**src/sbbr_pkg.sv**
```systemverilog
// Constants for the burst block read host controller.
// Assumes a 125 MHz core clock; device register addresses are local choices.
package sbbr_pkg;
    // Core clock
    localparam int CLK_MHZ = 125;
    localparam int CLK_PERIOD_PS = 8000;
    // Write strobe low time, rounded up to whole cycles
    localparam int T_WE_LOW_NS = 40;
    localparam int WE_LOW_CYC = (T_WE_LOW_NS * 1000 + CLK_PERIOD_PS - 1) / CLK_PERIOD_PS;
    // Flash clock: core cycles per half period
    localparam int DIV_HALF = 2;
    localparam int FLASH_KHZ = CLK_MHZ * 1000 / (2 * DIV_HALF);
    // Latency limits, lowest legal one follows the flash clock rate
    localparam logic [2:0] LAT_MIN = (FLASH_KHZ <= 40000) ? 3'h3 :
                                     (FLASH_KHZ <= 66000) ? 3'h5 : 3'h6;
    localparam logic [2:0] LAT_RST = 3'h4;
    // Page limits
    localparam logic [6:0] PAGES_MIN = 7'h03;
    localparam logic [6:0] PAGES_MAX = 7'h40;
    localparam logic [7:0] PAGES_PER_BLOCK = 8'h40;
    localparam logic [10:0] PAGE_LAST = 11'h3FF;
    // Software register indices
    localparam int SW_AW = 3;
    localparam logic [2:0] REG_CTRL = 3'h0;
    localparam logic [2:0] REG_START = 3'h1;
    localparam logic [2:0] REG_COUNT = 3'h2;
    localparam logic [2:0] REG_LAT = 3'h3;
    localparam logic [2:0] REG_STAT = 3'h4;
    localparam logic [2:0] REG_PAGES = 3'h5;
    localparam int CTRL_GO = 0;
    localparam int ST_BUSY = 0;
    localparam int ST_REFUSED = 1;
    localparam int ST_NO_RDY = 2;
    localparam int ST_DONE = 3;
    // Device register addresses and field values
    localparam logic [15:0] DEV_SYSCFG = 16'hF100;
    localparam logic [15:0] DEV_PAGE = 16'hF101;
    localparam logic [15:0] DEV_BUF = 16'hF102;
    localparam logic [15:0] DEV_SECT = 16'hF103;
    localparam logic [15:0] DEV_INT = 16'hF104;
    localparam logic [15:0] DEV_CMD = 16'hF105;
    localparam logic [15:0] DEV_BUF_BASE = 16'h0200;
    localparam int CFG_SYNC_RD = 15;
    localparam int CFG_LAT_POS = 12;
    localparam int CFG_INT_AUTO = 5;
    localparam int PG_COUNT_POS = 8;
    localparam logic [15:0] BUF_SETUP = 16'h0800;
    localparam logic [15:0] CMD_BLOCK_READ = 16'h00A0;
    localparam logic [2:0] SETUP_LAST = 3'h5;
    typedef enum logic [3:0] {
        S_IDLE, S_WR_SET, S_WR_PULSE, S_WR_END, S_WAIT_LO, S_WAIT_HI,
        S_ADDR, S_LAT, S_BURST
    } sbbr_state_t;
endpackage

```
**src/sbbr_pin_if.sv**
```systemverilog
// Carrier between the pin front end and the sequencer.
// Assumes both ends run on the core clock.
`timescale 1ns/1ps
interface sbbr_pin_if;
    logic run;
    logic fclk;
    logic samp;
    logic rdy_s;
    logic int_s;
    logic [15:0] dq_s;
    modport front (input run, output fclk, samp, rdy_s, int_s, dq_s);
    modport core (output run, input fclk, samp, rdy_s, int_s, dq_s);
endinterface

```
**src/sbbr_host.sv**
```systemverilog
// Host controller for burst block read of a paged flash.
// Assumes the device sits on the fl pins and software on the plain port.
//
// Contract
// - Page count is three to sixty-four
// - Start plus count stays inside block
// - Buffer word addresses are multiples of four
// - Assert chip enable after indicator rises
// - Enable automatic indicator mode before start
// - Write enable stays high throughout
// - Chip enable high while indicator low
// - Latency chosen by flash clock rate
// - First data on edge latency plus one
// - Buffer sector setup before command
`timescale 1ns/1ps
module sbbr_host (
    // Clock and reset
    input wire logic i_core_clk,
    input wire logic i_rst_n,
    // Software port
    input wire logic [sbbr_pkg::SW_AW-1:0] i_addr,
    input wire logic [15:0] i_wdata,
    input wire logic i_wr,
    input wire logic i_rd,
    output logic [15:0] o_rdata,
    // Page word stream
    output logic [15:0] o_word,
    output logic o_word_valid,
    output logic o_busy,
    // Flash pins
    output logic o_fl_clk,
    output logic o_fl_ce_n,
    output logic o_fl_oe_n,
    output logic o_fl_we_n,
    output logic o_fl_address_valid_n,
    output logic [15:0] o_fl_addr,
    output logic [15:0] o_fl_dq,
    output logic o_fl_dq_oe,
    input wire logic [15:0] i_fl_dq,
    input wire logic i_fl_rdy,
    input wire logic i_fl_int
);
    import sbbr_pkg::*;

    sbbr_pin_if pin ();

    sbbr_pin_front u_front (
        .i_core_clk(i_core_clk),
        .i_rst_n(i_rst_n),
        .i_fl_rdy(i_fl_rdy),
        .i_fl_int(i_fl_int),
        .i_fl_dq(i_fl_dq),
        .pin(pin)
    );

    sbbr_state_t st_r;
    sbbr_state_t st_nxt;
    logic [5:0] start_r;
    logic [6:0] count_r;
    logic [2:0] lat_r;
    logic [6:0] pages_r;
    logic [2:0] step_r;
    logic [3:0] tcnt_r;
    logic [3:0] lat_cnt_r;
    logic [10:0] wcnt_r;
    logic refused_r;
    logic no_rdy_r;
    logic done_r;
    logic ce_n_r;
    logic oe_n_r;
    logic we_n_r;
    logic adv_n_r;
    logic [15:0] addr_r;
    logic [15:0] dq_r;
    logic dq_oe_r;
    logic run_r;
    logic [15:0] word_r;
    logic wv_r;
    logic busy_r;
    logic [15:0] rdata_r;

    // Device register write for each setup step
    function automatic logic [31:0] dev_step(input logic [2:0] idx,
                                             input logic [5:0] start,
                                             input logic [6:0] count,
                                             input logic [2:0] lat);
        logic [15:0] cfg;
        logic [15:0] pg;
        cfg = 16'h0;
        cfg[CFG_SYNC_RD] = 1'b1;
        cfg[CFG_INT_AUTO] = 1'b1;
        cfg[CFG_LAT_POS +: 3] = lat;
        pg = 16'h0;
        pg[5:0] = start;
        pg[PG_COUNT_POS +: 7] = count;
        unique case (idx)
            3'h0: dev_step = {DEV_SYSCFG, cfg};
            3'h1: dev_step = {DEV_PAGE, pg};
            3'h2: dev_step = {DEV_BUF, BUF_SETUP};
            3'h3: dev_step = {DEV_SECT, 16'h0000};
            3'h4: dev_step = {DEV_INT, 16'h0000};
            default: dev_step = {DEV_CMD, CMD_BLOCK_READ};
        endcase
    endfunction

    // Software decode
    wire idle = st_r == S_IDLE;
    wire wr_start = i_wr && i_addr == REG_START && idle;
    wire wr_count = i_wr && i_addr == REG_COUNT && idle;
    wire wr_lat = i_wr && i_addr == REG_LAT && idle;
    wire wr_stat = i_wr && i_addr == REG_STAT;
    wire go_req = i_wr && i_addr == REG_CTRL && i_wdata[CTRL_GO];
    wire [7:0] end_page = {2'h0, start_r} + {1'h0, count_r};
    wire cnt_ok = count_r >= PAGES_MIN && count_r <= PAGES_MAX;
    wire span_ok = end_page <= PAGES_PER_BLOCK;
    wire lat_ok = lat_r >= LAT_MIN;
    wire go_ok = go_req && idle && cnt_ok && span_ok && lat_ok;
    wire go_bad = go_req && !go_ok;

    // Sequencer decode
    wire [31:0] step_w = dev_step(step_r, start_r, count_r, lat_r);
    wire last_step = step_r == SETUP_LAST;
    wire we_done = tcnt_r == 4'(WE_LOW_CYC - 1);
    wire samp = pin.samp;
    wire first_edge = st_r == S_LAT && samp && lat_cnt_r == {1'b0, lat_r};
    wire rdy_edge = st_r == S_LAT && samp && lat_cnt_r == {1'b0, lat_r} - 4'h1;
    wire burst_edge = st_r == S_BURST && samp;
    wire page_end = burst_edge && wcnt_r == PAGE_LAST;
    wire last_page = 7'(pages_r + 7'h01) == count_r;
    wire take_word = first_edge || burst_edge;

    always_comb begin
        st_nxt = st_r;
        unique case (st_r)
            S_IDLE: if (go_ok) st_nxt = S_WR_SET;
            S_WR_SET: st_nxt = S_WR_PULSE;
            S_WR_PULSE: if (we_done) st_nxt = S_WR_END;
            S_WR_END: st_nxt = last_step ? S_WAIT_LO : S_WR_SET;
            // Chip enable stays high until indicator has fallen and risen again
            S_WAIT_LO: if (!pin.int_s) st_nxt = S_WAIT_HI;
            // Page begins only on low to high of indicator
            S_WAIT_HI: if (pin.int_s) st_nxt = S_ADDR;
            S_ADDR: if (samp) st_nxt = S_LAT;
            S_LAT: if (first_edge) st_nxt = S_BURST;
            S_BURST: if (page_end) st_nxt = last_page ? S_IDLE : S_WAIT_LO;
        endcase
    end

    // Pin levels chosen from the next state
    wire ce_nxt = st_nxt inside {S_WR_SET, S_WR_PULSE, S_ADDR, S_LAT, S_BURST};
    wire adv_nxt = st_nxt inside {S_WR_SET, S_WR_PULSE, S_ADDR};
    wire we_nxt = st_nxt == S_WR_PULSE;
    wire oe_nxt = st_nxt inside {S_ADDR, S_LAT, S_BURST};
    wire run_nxt = st_nxt inside {S_ADDR, S_LAT, S_BURST};
    wire drv_nxt = st_nxt inside {S_WR_SET, S_WR_PULSE, S_WR_END};
    // Setup always opens at the first step, whatever the last job left behind
    wire [2:0] step_nxt = st_r == S_IDLE ? 3'h0 :
                          st_r == S_WR_END ? 3'(step_r + 3'h1) : step_r;
    wire [31:0] wr_nxt = dev_step(step_nxt, start_r, count_r, lat_r);
    wire [15:0] addr_nxt = drv_nxt ? wr_nxt[31:16] : DEV_BUF_BASE;

    always_ff @(posedge i_core_clk or negedge i_rst_n) begin
        if (!i_rst_n) begin
            st_r <= S_IDLE;
            ce_n_r <= 1'b1;
            adv_n_r <= 1'b1;
            we_n_r <= 1'b1;
            oe_n_r <= 1'b1;
            run_r <= 1'b0;
            dq_oe_r <= 1'b0;
            addr_r <= 16'h0;
            dq_r <= 16'h0;
            busy_r <= 1'b0;
        end else begin
            st_r <= st_nxt;
            ce_n_r <= !ce_nxt;
            adv_n_r <= !adv_nxt;
            we_n_r <= !we_nxt;
            oe_n_r <= !oe_nxt;
            run_r <= run_nxt;
            dq_oe_r <= drv_nxt;
            addr_r <= addr_nxt;
            dq_r <= drv_nxt ? wr_nxt[15:0] : 16'h0;
            busy_r <= st_nxt != S_IDLE;
        end
    end

    // Setup step and strobe width counters
    always_ff @(posedge i_core_clk or negedge i_rst_n) begin
        if (!i_rst_n) begin
            step_r <= 3'h0;
            tcnt_r <= 4'h0;
        end else begin
            if (go_ok) step_r <= 3'h0;
            else if (st_r == S_WR_END && !last_step) step_r <= step_r + 3'h1;
            tcnt_r <= (st_r == S_WR_PULSE && !we_done) ? tcnt_r + 4'h1 : 4'h0;
        end
    end

    // Latency, word and page counters
    always_ff @(posedge i_core_clk or negedge i_rst_n) begin
        if (!i_rst_n) begin
            lat_cnt_r <= 4'h0;
            wcnt_r <= 11'h0;
            pages_r <= 7'h0;
        end else begin
            if (st_r != S_LAT) lat_cnt_r <= 4'h0;
            else if (samp) lat_cnt_r <= lat_cnt_r + 4'h1;
            if (first_edge) wcnt_r <= 11'h1;
            else if (burst_edge) wcnt_r <= wcnt_r + 11'h1;
            if (go_ok) pages_r <= 7'h0;
            else if (page_end) pages_r <= pages_r + 7'h1;
        end
    end

    // Captured words leave as one-cycle strobes
    always_ff @(posedge i_core_clk or negedge i_rst_n) begin
        if (!i_rst_n) begin
            word_r <= 16'h0;
            wv_r <= 1'b0;
        end else begin
            wv_r <= take_word;
            if (take_word) word_r <= pin.dq_s;
        end
    end

    // Software registers, sticky flags with set winning over clear
    wire stat_clr_ref = wr_stat && i_wdata[ST_REFUSED];
    wire stat_clr_rdy = wr_stat && i_wdata[ST_NO_RDY];
    wire stat_clr_done = wr_stat && i_wdata[ST_DONE];
    wire rdy_miss = rdy_edge && !pin.rdy_s;
    wire job_done = page_end && last_page;

    always_ff @(posedge i_core_clk or negedge i_rst_n) begin
        if (!i_rst_n) begin
            start_r <= 6'h0;
            count_r <= PAGES_MIN;
            lat_r <= LAT_RST;
            refused_r <= 1'b0;
            no_rdy_r <= 1'b0;
            done_r <= 1'b0;
        end else begin
            if (wr_start) start_r <= i_wdata[5:0];
            if (wr_count) count_r <= i_wdata[6:0];
            if (wr_lat) lat_r <= i_wdata[2:0];
            refused_r <= go_bad || (refused_r && !stat_clr_ref);
            no_rdy_r <= rdy_miss || (no_rdy_r && !stat_clr_rdy);
            done_r <= job_done || (done_r && !stat_clr_done);
        end
    end

    wire [15:0] stat_w = {12'h0, done_r, no_rdy_r, refused_r, busy_r};
    wire [15:0] rd_mux = i_addr == REG_START ? {10'h0, start_r} :
                         i_addr == REG_COUNT ? {9'h0, count_r} :
                         i_addr == REG_LAT ? {13'h0, lat_r} :
                         i_addr == REG_STAT ? stat_w :
                         i_addr == REG_PAGES ? {9'h0, pages_r} : 16'h0;

    always_ff @(posedge i_core_clk or negedge i_rst_n) begin
        if (!i_rst_n) rdata_r <= 16'h0;
        else rdata_r <= i_rd ? rd_mux : 16'h0;
    end

    assign pin.run = run_r;
    assign o_rdata = rdata_r;
    assign o_word = word_r;
    assign o_word_valid = wv_r;
    assign o_busy = busy_r;
    assign o_fl_clk = pin.fclk;
    assign o_fl_ce_n = ce_n_r;
    assign o_fl_oe_n = oe_n_r;
    assign o_fl_we_n = we_n_r;
    assign o_fl_address_valid_n = adv_n_r;
    assign o_fl_addr = addr_r;
    assign o_fl_dq = dq_r;
    assign o_fl_dq_oe = dq_oe_r;
endmodule // sbbr_host

```
**src/sbbr_pin_front.sv**
```systemverilog
// Flash clock divider and input synchronisers.
// Assumes flash pins are asynchronous to the core clock.
`timescale 1ns/1ps
module sbbr_pin_front (
    // Clock and reset
    input wire logic i_core_clk,
    input wire logic i_rst_n,
    // Raw pins
    input wire logic i_fl_rdy,
    input wire logic i_fl_int,
    input wire logic [15:0] i_fl_dq,
    // Sequencer side
    sbbr_pin_if.front pin
);
    import sbbr_pkg::*;
    logic [3:0] div_r;
    logic rise_r;
    logic [1:0] samp_r;
    logic [17:0] meta_r;
    wire half_end = div_r == 4'(DIV_HALF - 1);

    // Free divider while running, parked low otherwise
    always_ff @(posedge i_core_clk or negedge i_rst_n) begin
        if (!i_rst_n) begin
            div_r <= 4'h0;
            pin.fclk <= 1'b0;
        end else if (!pin.run) begin
            div_r <= 4'h0;
            pin.fclk <= 1'b0;
        end else if (half_end) begin
            div_r <= 4'h0;
            pin.fclk <= ~pin.fclk;
        end else begin
            div_r <= div_r + 4'h1;
        end
    end

    // Sample strike lines up with the synchroniser delay
    always_ff @(posedge i_core_clk or negedge i_rst_n) begin
        if (!i_rst_n) begin
            rise_r <= 1'b0;
            samp_r <= 2'h0;
        end else begin
            rise_r <= pin.run && half_end && !pin.fclk;
            samp_r <= {samp_r[0], rise_r};
        end
    end
    assign pin.samp = samp_r[1];

    always_ff @(posedge i_core_clk or negedge i_rst_n) begin
        if (!i_rst_n) begin
            meta_r <= 18'h0;
            pin.rdy_s <= 1'b0;
            pin.int_s <= 1'b0;
            pin.dq_s <= 16'h0;
        end else begin
            meta_r <= {i_fl_rdy, i_fl_int, i_fl_dq};
            {pin.rdy_s, pin.int_s, pin.dq_s} <= meta_r;
        end
    end
endmodule // sbbr_pin_front

```
**config.mk**
```make
export PLATFORM = sky130hd
export DESIGN_NAME = sbbr_host
export DESIGN_NICKNAME = d
export VERILOG_FILES = /design/src/sbbr_pkg.sv /design/src/sbbr_pin_if.sv /design/src/sbbr_host.sv /design/src/sbbr_pin_front.sv
export SDC_FILE = /design/constraint.sdc
export NUM_CORES = 1
export LEC_CHECK = 0
export BUFFER_PORTS_ARGS = -buffer_cell sky130_fd_sc_hd__clkbuf_2
export CAP_MARGIN = 20
export CORE_MARGIN = 10
export CORE_UTILIZATION = 50
export DETAILED_ROUTE_END_ITERATION = 12
export GPL_ROUTABILITY_DRIVEN = 0
export PLACE_DENSITY = 0.77
export SLEW_MARGIN = 20
export SYNTH_ARGS = -nofsm -noshare
export SYNTH_HDL_FRONTEND = slang
export SYNTH_SLANG_ARGS = --single-unit
```
**constraint.sdc**
```tcl
create_clock -name i_core_clk -period 5.1 [get_ports i_core_clk]
set_input_delay 1.02 -clock i_core_clk [delete_from_list [all_inputs] [get_ports i_core_clk]]
set_output_delay 1.02 -clock i_core_clk [all_outputs]
set_load 0.02 [all_outputs]
```
==> results of run 1 <==
routing by layer:
metal,GRT usage (%),up-vias
met5,0,-
met4,7.12,0
met3,4.34,31
met2,27.7,167
met1,19.3,2276
li1,-,2182
cells in the mapped netlist (8+ instances only):
cell type | count | share of area (%)
sky130_fd_sc_hd__nor2_1 | 48 | 2.7
sky130_fd_sc_hd__inv_1 | 19 | 1.1
sky130_fd_sc_hd__xor2_1 | 21 | 2.8
sky130_fd_sc_hd__nand2_1 | 37 | 2.1
sky130_fd_sc_hd__xnor2_1 | 15 | 2.0
sky130_fd_sc_hd__nand3_1 | 17 | 1.3
sky130_fd_sc_hd__buf_4 | 22 | 2.5
sky130_fd_sc_hd__nor3_1 | 12 | 0.91
sky130_fd_sc_hd__clkbuf_1 | 21 | 1.2
sky130_fd_sc_hd__dfrtp_1 | 139 | 52
sky130_fd_sc_hd__and3_1 | 12 | 1.1
sky130_fd_sc_hd__o21ai_0 | 17 | 1.3
sky130_fd_sc_hd__a21oi_1 | 30 | 2.3
sky130_fd_sc_hd__ha_1 | 17 | 3.2
sky130_fd_sc_hd__mux2_2 | 23 | 3.9
sky130_fd_sc_hd__nand4_1 | 8 | 0.75
sky130_fd_sc_hd__mux2_1 | 11 | 1.9
cells by family (layout without fill, tap and decap cells):
group | count (synthesis) | count (layout) | share of synthesized area (%)
and+or+nand+nor | 190 | 190 | 15.2
DFF | 146 | 146 | 55.2
AOI/OAI and AO/OA | 96 | 96 | 9.22
buffers and inverters | 69 | 141 | 5.41
muxes | 40 | 40 | 6.68
xor gates and xnor gates | 36 | 36 | 4.75
adders and majority gates | 18 | 18 | 3.51
other | 1 | 17 | 0.0565
cell type report:
cell class                 instances  area, sq um  share of cell area [%]
sequential                       146         3660                    47.6
multi-input combinational        397         2670                    34.7
clock buffer                      21          470                    6.11
timing repair buffer              88          452                    5.87
tap                              176          220                    2.86
clock inverter                    11          140                    1.82
inverter                          21         78.8                    1.02
flip-flops by register name, indices dropped and copies added (netlist names), 2 cells and up:
register	cells
o_fl_addr	5
u_front.div_r	4
tcnt_r	4
u_front.samp_r	2
count_r	7
pages_r	7
start_r	6
u_front.meta_r	18
o_word	16
u_front.pin.dq_s	16
st_r	4
lat_cnt_r	4
step_r	3
o_fl_dq	15
o_rdata	7
wcnt_r	11
lat_r	3
power by group through the flow:
stage,clock network [mW],registers [mW],logic [mW]
2_1_floorplan,0,1.21,0.0407
3_3_place_gp,0,1.21,0.0762
3_5_place_dp,0,1.21,0.0787
4_1_cts,1.28,1.19,0.0794
5_1_grt,1.34,1.19,0.0890
6_report,1.26,1.19,0.0778
path summary, 6_finish.rpt:
| path | start | endpoint | cells after the start |
|---|---|---|---|
| setup / recovery | start_r[0] | o_fl_dq[10] | 11 |
| hold / removal | u_front.meta_r[10] | u_front.pin.dq_s[10] | 0 |
| setup reg to reg | start_r[0] | o_fl_dq[10] | 11 |
| hold reg to reg | u_front.meta_r[10] | u_front.pin.dq_s[10] | 0 |
| max in group asynchronous | i_rst_n | u_front.pin.dq_s[9] | 2 |
| min in group asynchronous | i_rst_n | o_rdata[3] | 1 |
critical path, delay by kind of cell, from the launching register on:
kind	cells	cell delay [ns]
AOI/OAI and AO/OA	5	1.40
xor gates and xnor gates	1	0.16
DFF	1	0.42
buffers and inverters	2	0.23
and+or+nand+nor	1	0.21
adders and majority gates	2	0.66
==> run_results.csv, run 1 <==
group,metric,value,unit
setup_path,worst_path_max_delay_cell,"sky130_fd_sc_hd__o21ai_2",
sta,tightestPinTransition,0.892,ns
layout,mostFrequentLayoutCell,"sky130_fd_sc_hd__dfrtp_1",
floorplanning,ios,113,
layout,finish.net_count,730,
sta,layout_worst_path_cycle_share,62.8,%
synth,synthDistinctLibCells,66,
setup_path,crit_path_cell_trace,"ha_1 -> fa_1 -> a21oi_1 -> o21ai_0 -> a21oi_1 -> xnor2_1 -> a311o_1 -> inv_2 -> o21ai_2 -> inv_2 -> and3_1",
layout,final_layout_size_suffix_gt1_share,23.8,%
clocking,worst_skew_pair.late_latency,0.42,ns
run,timing.max_cap.violations,0,
floorplanning,floorplan.initialDensity,50.5,%
clocking,resize_count_post_cts,0,
clocking,hold_buffers,0,
setup_path,cp.arrival,3.51,ns
layout,area_delta_synth_final,16.0,%
route,via_density,5.41,
synth,post_synth_edffs,0,
status,status,"finished clean",
clocking,cts_setup_buffers,0,
sta,grt_setup_unrepaired,"false",
synth,post_synth.cell_area_avg,11.1,sq um
clocking,h-tree-depth,4,
synth,syn_inst,596,
route,drt_iter0_drc,424,
synth,yosysSeqAreaShare,55.2,%
power_and_ir_drop,p_clk_share,49.9,%
global_route,grt_antenna_before_repair,0,
sta,final_hold_violating_endpoints,0,
placed_design,placement.cell_area,7090,sq um
clocking,clkSlewWorstSetupHoldPaths,0.06,ns
floorplanning,die_h,135,um
global_route,gr-total-overflow,0,
clocking,clock-root-buffer,"sky130_fd_sc_hd__clkbuf_16",
layout,top_library_cells_by_usage_in_the_layout_fill_and_taps_aside,"139 x sky130_fd_sc_hd__dfrtp_1, 85 x sky130_fd_sc_hd__clkbuf_2, 48 x sky130_fd_sc_hd__nor2_1, 37 x sky130_fd_sc_hd__nand2_1, 30 x sky130_fd_sc_hd__a21oi_1",
clocking,cts_buffer_depth,2,
power_and_ir_drop,power.ir.vdd_worst,196,uV
setup_path,cp_max_fo,12,
layout,post-route-cell-area,7700,sq um
global_route,first_global_vias,4815,
setup_path,timing.setup.critical_path_class,"reg -> reg",
synth,synth.ff_latch_count,146,
synth,synth-main-ff-cell,"sky130_fd_sc_hd__dfrtp_1",
setup_path,setup.worst_path.end_class,"flip-flop",
sta,worst_slack,1.90,ns
placed_design,detailed_place_hpwl,10300,um
route,ant_nets,0,
sta,timing_max_transition_violations_final,0,
power_and_ir_drop,seq_power_share,47.0,%
power_and_ir_drop,leakagePower,3.75,nW
synth,async_reset_ff_share,100,%
global_route,grt_usage,16.4,%
sta,final.setup_skew,0.0112,ns
layout,antennaDiodeCount,0,
clocking,cts_inserted_buffers,17,
route,met2RoutedLength,7240,um
setup_path,start_kind,"flip-flop",
power_and_ir_drop,p_int,1.97,mW
synth,yosys_warnings,0,
min_path,worst_hold_path_type,"reg -> reg",
global_route,maximum_number_of_pins_on_one_net_before_global_route_repair,69,
setup_path,worst-endpoint-required,5.40,ns
placed_design,dp_slack,1.88,ns
floorplanning,die_x,135,um
power_and_ir_drop,design_power_total,2.53,mW
clocking,clock_sinks,146,
floorplanning,floorplan_core_area,13100,sq um
clocking,cts_tree,"done",
sta,setup-tns-final,0,ns
sta,slew-limit-headroom,40.6,%
power_and_ir_drop,power.density_cell_area,328,nW/um^2
power_and_ir_drop,switching_share,21.9,%
power_and_ir_drop,net-switching-power,0.554,mW
layout,finish.cell_count_without_fillers,860,
floorplanning,row_count,42,
setup_path,slowest_stage_delay_on_critical_path,0.53,ns
placed_design,placed_cells,828,
layout,postLayoutCoreUtil,58.6,%
synth,synthesized_area,6630,sq um
route,route.top_layer_used,"met4",
route,drt_pass1_iterations,5,
floorplanning,dieArea,18300,sq um
sta,hold-worst-slack,0.347,ns
sta,min_period,3.20,ns
route,wl_met3,985,um
setup_path,reg2reg_setup_slack,1.90,ns
sta,max_freq,0.312,GHz
layout,fillCellCount,1088,
route,drt-wirelength-per-cell,16.8,um
placed_design,port-buffer-count,86,
global_route,grt_pass1_wl,23900,um
sta,setup_viol_count_final,0,
route,vias,4656,
route,post_route_m1_wl,5830,um
power_and_ir_drop,combPwrFrac,3.1,%
route,drc,0,
route,drt-total-wl,14400,um
(Power assumes the default switching activity.)
==> run 2: changes to the inputs <==
clock period = 3.3 ns   (was 5.1 ns; I/O delays follow)
==> run_results.csv, run 2 (synthesis gave the netlist of run 1 again) <==
group,metric,value,unit
status,status,"finished clean",
clocking,h-tree-depth,4,
power_and_ir_drop,design_power_total,3.71,mW
global_route,grt_antenna_before_repair,0,
route,drt_pass1_iterations,5,
setup_path,cp_max_fo,7,
layout,antennaDiodeCount,0,
layout,final_layout_size_suffix_gt1_share,25.5,%
sta,hold-worst-slack,0.227,ns
sta,tightestPinTransition,0.775,ns
route,drc,0,
power_and_ir_drop,leakagePower,3.79,nW
route,drt-wirelength-per-cell,16.3,um
layout,register_bank_with_the_most_flops,"u_front.meta_r",
global_route,maximum_number_of_pins_on_one_net_before_global_route_repair,72,
setup_path,crit_path_start,"start_r[4]",
route,vias,4671,
sta,layout_worst_path_cycle_share,91.7,%
placed_design,placement.cell_area,7210,sq um
floorplanning,die_h,135,um
sta,grt_setup_unrepaired,"false",
layout,largest_register_ff_count,18,
setup_path,reg2reg_setup_slack,0.27,ns
placed_design,detailed_place_hpwl,10400,um
clocking,worst_skew_pair.late_latency,0.42,ns
layout,mostFrequentLayoutCell,"sky130_fd_sc_hd__dfrtp_1",
clocking,cts_buffer_depth,2,
run,timing.max_cap.violations,0,
sta,min_period,3.03,ns
floorplanning,die_x,135,um
clocking,cts_tree,"done",
clocking,cts_setup_buffers,0,
floorplanning,row_count,42,
setup_path,reg2reg_from,"start_r[4]",
route,ant_nets,0,
setup_path,start_kind,"flip-flop",
setup_path,worst_r2r_endpoint,"o_fl_dq[11]",
clocking,cts_inserted_buffers,17,
global_route,gr-total-overflow,0,
setup_path,timing.critical_path.to,"o_fl_dq[11]",
route,via_density,5.34,
sta,setup-tns-final,0,ns
clocking,clock_sinks,146,
floorplanning,floorplan.initialDensity,50.5,%
route,drt-total-wl,14300,um
sta,slew-limit-headroom,48.2,%
layout,post-route-cell-area,7760,sq um
placed_design,port-buffer-count,86,
global_route,grt_usage,16.4,%
floorplanning,ios,113,
floorplanning,dieArea,18300,sq um
sta,final.setup_skew,0.00539,ns
clocking,hold_buffers,0,
setup_path,timing.setup.critical_path_class,"reg -> reg",
clocking,resize_count_post_cts,0,
setup_path,worst_r2r_path_depth,9,
power_and_ir_drop,power.density_cell_area,478,nW/um^2
setup_path,worst-endpoint-required,3.60,ns
min_path,worst_hold_path_type,"in -> async",
clocking,clkSlewWorstSetupHoldPaths,0.06,ns
setup_path,cp.arrival,3.32,ns
sta,worst_slack,0.275,ns
power_and_ir_drop,power.ir.vdd_worst,286,uV
sta,final_hold_violating_endpoints,0,
clocking,clock-root-buffer,"sky130_fd_sc_hd__clkbuf_16",
route,drt_iter0_drc,428,
sta,max_freq,0.331,GHz
floorplanning,floorplan_core_area,13100,sq um
setup_path,setup.worst_path.end_class,"flip-flop",
layout,finish.net_count,745,
global_route,first_global_vias,4888,
global_route,grt_pass1_wl,24100,um
layout,top_library_cells_by_usage_in_the_layout_fill_and_taps_aside,"139 x sky130_fd_sc_hd__dfrtp_1, 85 x sky130_fd_sc_hd__clkbuf_2, 48 x sky130_fd_sc_hd__nor2_1, 37 x sky130_fd_sc_hd__nand2_1, 30 x sky130_fd_sc_hd__a21oi_1",
layout,area_delta_synth_final,16.9,%
sta,timing_max_transition_violations_final,0,
sta,setup_viol_count_final,0,
placed_design,dp_slack,0.309,ns
run 2: final cells by class:
cell class	instances	area, sq um
clock buffers	19	443
clock inverters	13	103
fillers	1105	5380
inverters	21	78.8
multi-input cells	397	2670
flip-flops and latches	146	3660
well taps	176	220
repair buffers	103	577
run 2: stage by stage:
stage               utilization [%]  std cells
global route                   59.0        875
finish                         59.0        875
CTS                            59.0        875
global placement               54.9        843
floorplan                         -        612
detailed placement             54.9        843
run 2: worst min path at each step:
stage | end | slack, ns | cells past startpoint | startpoint
after detailed placement | u_front.pin.dq_s[0] | 0.33 | 0 | u_front.meta_r[0]
after CTS | o_fl_dq[10] | 0.25 | 1 | i_rst_n
after floorplan | u_front.pin.dq_s[0] | 0.33 | 0 | u_front.meta_r[0]
after global routing | o_fl_dq[10] | 0.27 | 1 | i_rst_n
after global placement | u_front.samp_r[0] | 0.33 | 0 | u_front.rise_r
final | o_fl_dq[10] | 0.23 | 1 | i_rst_n
run 2: power by group:
part	total [mW]	switching, mW	internal (mW)
combinational	0.122	0.0879	0.0343
clock	1.75	0.763	0.990
sequential	1.84	0.0115	1.82
total	3.71	0.862	2.85
run 2: metal layers:
layer / wire length (um) / global-route usage (%)
met1: 5910 / 19.6
met2: 6980 / 26.7
met3: 1050 / 4.90
met4: 338 / 7.60
met5: 0 / 0
run 2: critical path, cell delays in order, from the launching register on:
cell and delay (ns):
sky130_fd_sc_hd__dfrtp_1 0.41, sky130_fd_sc_hd__ha_1 0.37, sky130_fd_sc_hd__a21oi_1 0.25, sky130_fd_sc_hd__nand2_1 0.10, sky130_fd_sc_hd__or3_1 0.35, sky130_fd_sc_hd__a2111o_1 0.46
sky130_fd_sc_hd__a311o_1 0.36, sky130_fd_sc_hd__inv_2 0.10, sky130_fd_sc_hd__o21ai_2 0.14, sky130_fd_sc_hd__nor3b_1 0.36
==> run 3: changes to the inputs <==
--- a/config.mk
+++ b/config.mk
@@ -13,4 +13,4 @@
 export GPL_ROUTABILITY_DRIVEN = 0
-export PLACE_DENSITY = 0.77
-export SLEW_MARGIN = 20
+export PLACE_DENSITY = 0.72
+export SLEW_MARGIN = 10
 export SYNTH_ARGS = -nofsm -noshare
--- a/constraint.sdc
+++ b/constraint.sdc
@@ -3,2 +3,2 @@
 set_output_delay 0.66 -clock i_core_clk [all_outputs]
-set_load 0.02 [all_outputs]
+set_load 0.005 [all_outputs]
==> run_results.csv, run 3 (synthesis gave the netlist of run 1 again) <==
group,metric,value,unit
setup_path,crit_path_start,"count_r[1]",
setup_path,cp_common_cell,"sky130_fd_sc_hd__inv_2",
power_and_ir_drop,design_power_total,3.82,mW
setup_path,crit_family,"compound AO/OA/AOI/OAI gates",
route,drt_iter0_drc,337,
layout,mostFrequentLayoutCell,"sky130_fd_sc_hd__dfrtp_1",
min_path,worst_hold_path_type,"in -> async",
clocking,cts_tree,"done",
sta,setup-tns-final,0,ns
route,drt-total-wl,14000,um
floorplanning,row_count,42,
clocking,clock-root-buffer,"sky130_fd_sc_hd__clkbuf_16",
route,drt_pass1_iterations,5,
sta,min_period,3.14,ns
route,ant_nets,0,
route,via_density,5.40,
setup_path,slowest_stage_delay_on_critical_path,0.65,ns
clocking,cts_buffer_depth,2,
layout,fillCellCount,1111,
setup_path,reg2reg_from,"count_r[1]",
setup_path,setup.worst_path.end_class,"flip-flop",
sta,final.setup_skew,0.00723,ns
power_and_ir_drop,power.density_cell_area,491,nW/um^2
layout,postLayoutCoreUtil,59.3,%
setup_path,worst-endpoint-required,3.65,ns
layout,top_library_cells_by_usage_in_the_layout_fill_and_taps_aside,"139 x sky130_fd_sc_hd__dfrtp_1, 85 x sky130_fd_sc_hd__clkbuf_2, 48 x sky130_fd_sc_hd__nor2_1, 37 x sky130_fd_sc_hd__nand2_1, 30 x sky130_fd_sc_hd__a21oi_1",
floorplanning,ios,113,
global_route,grt_antenna_before_repair,0,
global_route,grt_pass1_wl,23300,um
setup_path,crit_path_cell_trace,"ha_1 -> a21oi_1 -> nor3_1 -> or3_1 -> a2111o_1 -> a311o_1 -> inv_2 -> o21ai_4 -> inv_2 -> and3_1",
placed_design,detailed_place_hpwl,10200,um
clocking,clock_sinks,146,
setup_path,worst_r2r_endpoint,"o_fl_dq[3]",
global_route,first_global_vias,4825,
clocking,cts_inserted_buffers,17,
route,drt-wirelength-per-cell,16.0,um
placed_design,port-buffer-count,86,
sta,timing_max_transition_violations_final,0,
global_route,maximum_number_of_pins_on_one_net_before_global_route_repair,70,
clocking,worst_skew_pair.late_latency,0.42,ns
layout,final_layout_size_suffix_gt1_share,25.1,%
sta,tightestPinTransition,0.774,ns
floorplanning,dieArea,18300,sq um
setup_path,cp.arrival,3.49,ns
floorplanning,die_x,135,um
setup_path,reg2reg_setup_slack,0.16,ns
setup_path,cp_max_fo,12,
layout,largest_register_ff_count,18,
global_route,gr-total-overflow,0,
layout,area_delta_synth_final,17.5,%
clocking,hold_buffers,0,
floorplanning,floorplan.initialDensity,50.5,%
global_route,grt_usage,15.8,%
sta,layout_worst_path_cycle_share,95.1,%
clocking,clkSlewWorstSetupHoldPaths,0.06,ns
layout,register_bank_with_the_most_flops,"u_front.meta_r",
sta,setup_viol_count_final,0,
setup_path,cp.buffers_inverters,2,
setup_path,start_kind,"flip-flop",
sta,grt_setup_unrepaired,"false",
sta,slew-limit-headroom,48.3,%
layout,antennaDiodeCount,0,
floorplanning,floorplan_core_area,13100,sq um
clocking,h-tree-depth,4,
power_and_ir_drop,leakagePower,3.82,nW
floorplanning,die_h,135,um
power_and_ir_drop,power.ir.vdd_worst,347,uV
layout,finish.net_count,743,
run,timing.max_cap.violations,0,
sta,final_hold_violating_endpoints,0,
route,drc,0,
status,status,"finished clean",
sta,max_freq,0.319,GHz
setup_path,worst_r2r_path_depth,10,
setup_path,timing.setup.critical_path_class,"reg -> reg",
setup_path,worst_path_max_delay_cell,"sky130_fd_sc_hd__dfstp_2",
route,vias,4712,
run 3: timing repair:
action,in CTS,in global routing
setup endpoints to repair,0,8
gates resized for setup,0,1
buffers inserted,0,0
run 3: layout make-up:
cell class / count / area [sq um] / area share (%)
repair buffers: 101 / 562 / 7.21
well taps: 176 / 220 / 2.83
flip-flops and latches: 146 / 3660 / 47.0
multi-input cells: 397 / 2680 / 34.4
clock buffers: 21 / 460 / 5.91
clock inverters: 11 / 129 / 1.65
inverters: 21 / 78.8 / 1.01
run 3: worst max-delay path by stage:
stage	end	slack, ns	cells past startpoint
3_5_place_dp	o_fl_dq[3]	0.13	11
4_1_cts	o_fl_dq[3]	0.12	11
6_report	o_fl_dq[3]	0.16	10
5_1_grt	o_fl_dq[10]	0.02	10
3_3_place_gp	o_fl_dq[3]	0.22	11
2_1_floorplan	o_fl_dq[15]	0.61	10
run 3: per-stage QoR:
stage	hold WS, ns	worst slack (ns)	instances	cell area (sq um)
after CTS	0.257	0.118	873	7780
after floorplan	0.331	0.612	612	6690
after global routing	0.276	0.0239	873	7790
after detailed placement	0.335	0.129	841	7200
final	0.227	0.162	873	7790
after global placement	0.332	0.217	841	7200
run 3: layer usage:
layer  vias to the layer above  track usage, %  wire length, um
met5                         -               0                0
met4                         0            6.64              317
met3                        32            4.86              940
met2                       141            25.8             6940
met1                      2327            18.9             5810
li1                       2212               -                -
run 3: where the power goes:
part	internal, mW	total, mW	switching [mW]
clock network	1.16	1.88	0.722
logic	0.0343	0.107	0.0725
registers	1.82	1.84	0.0114
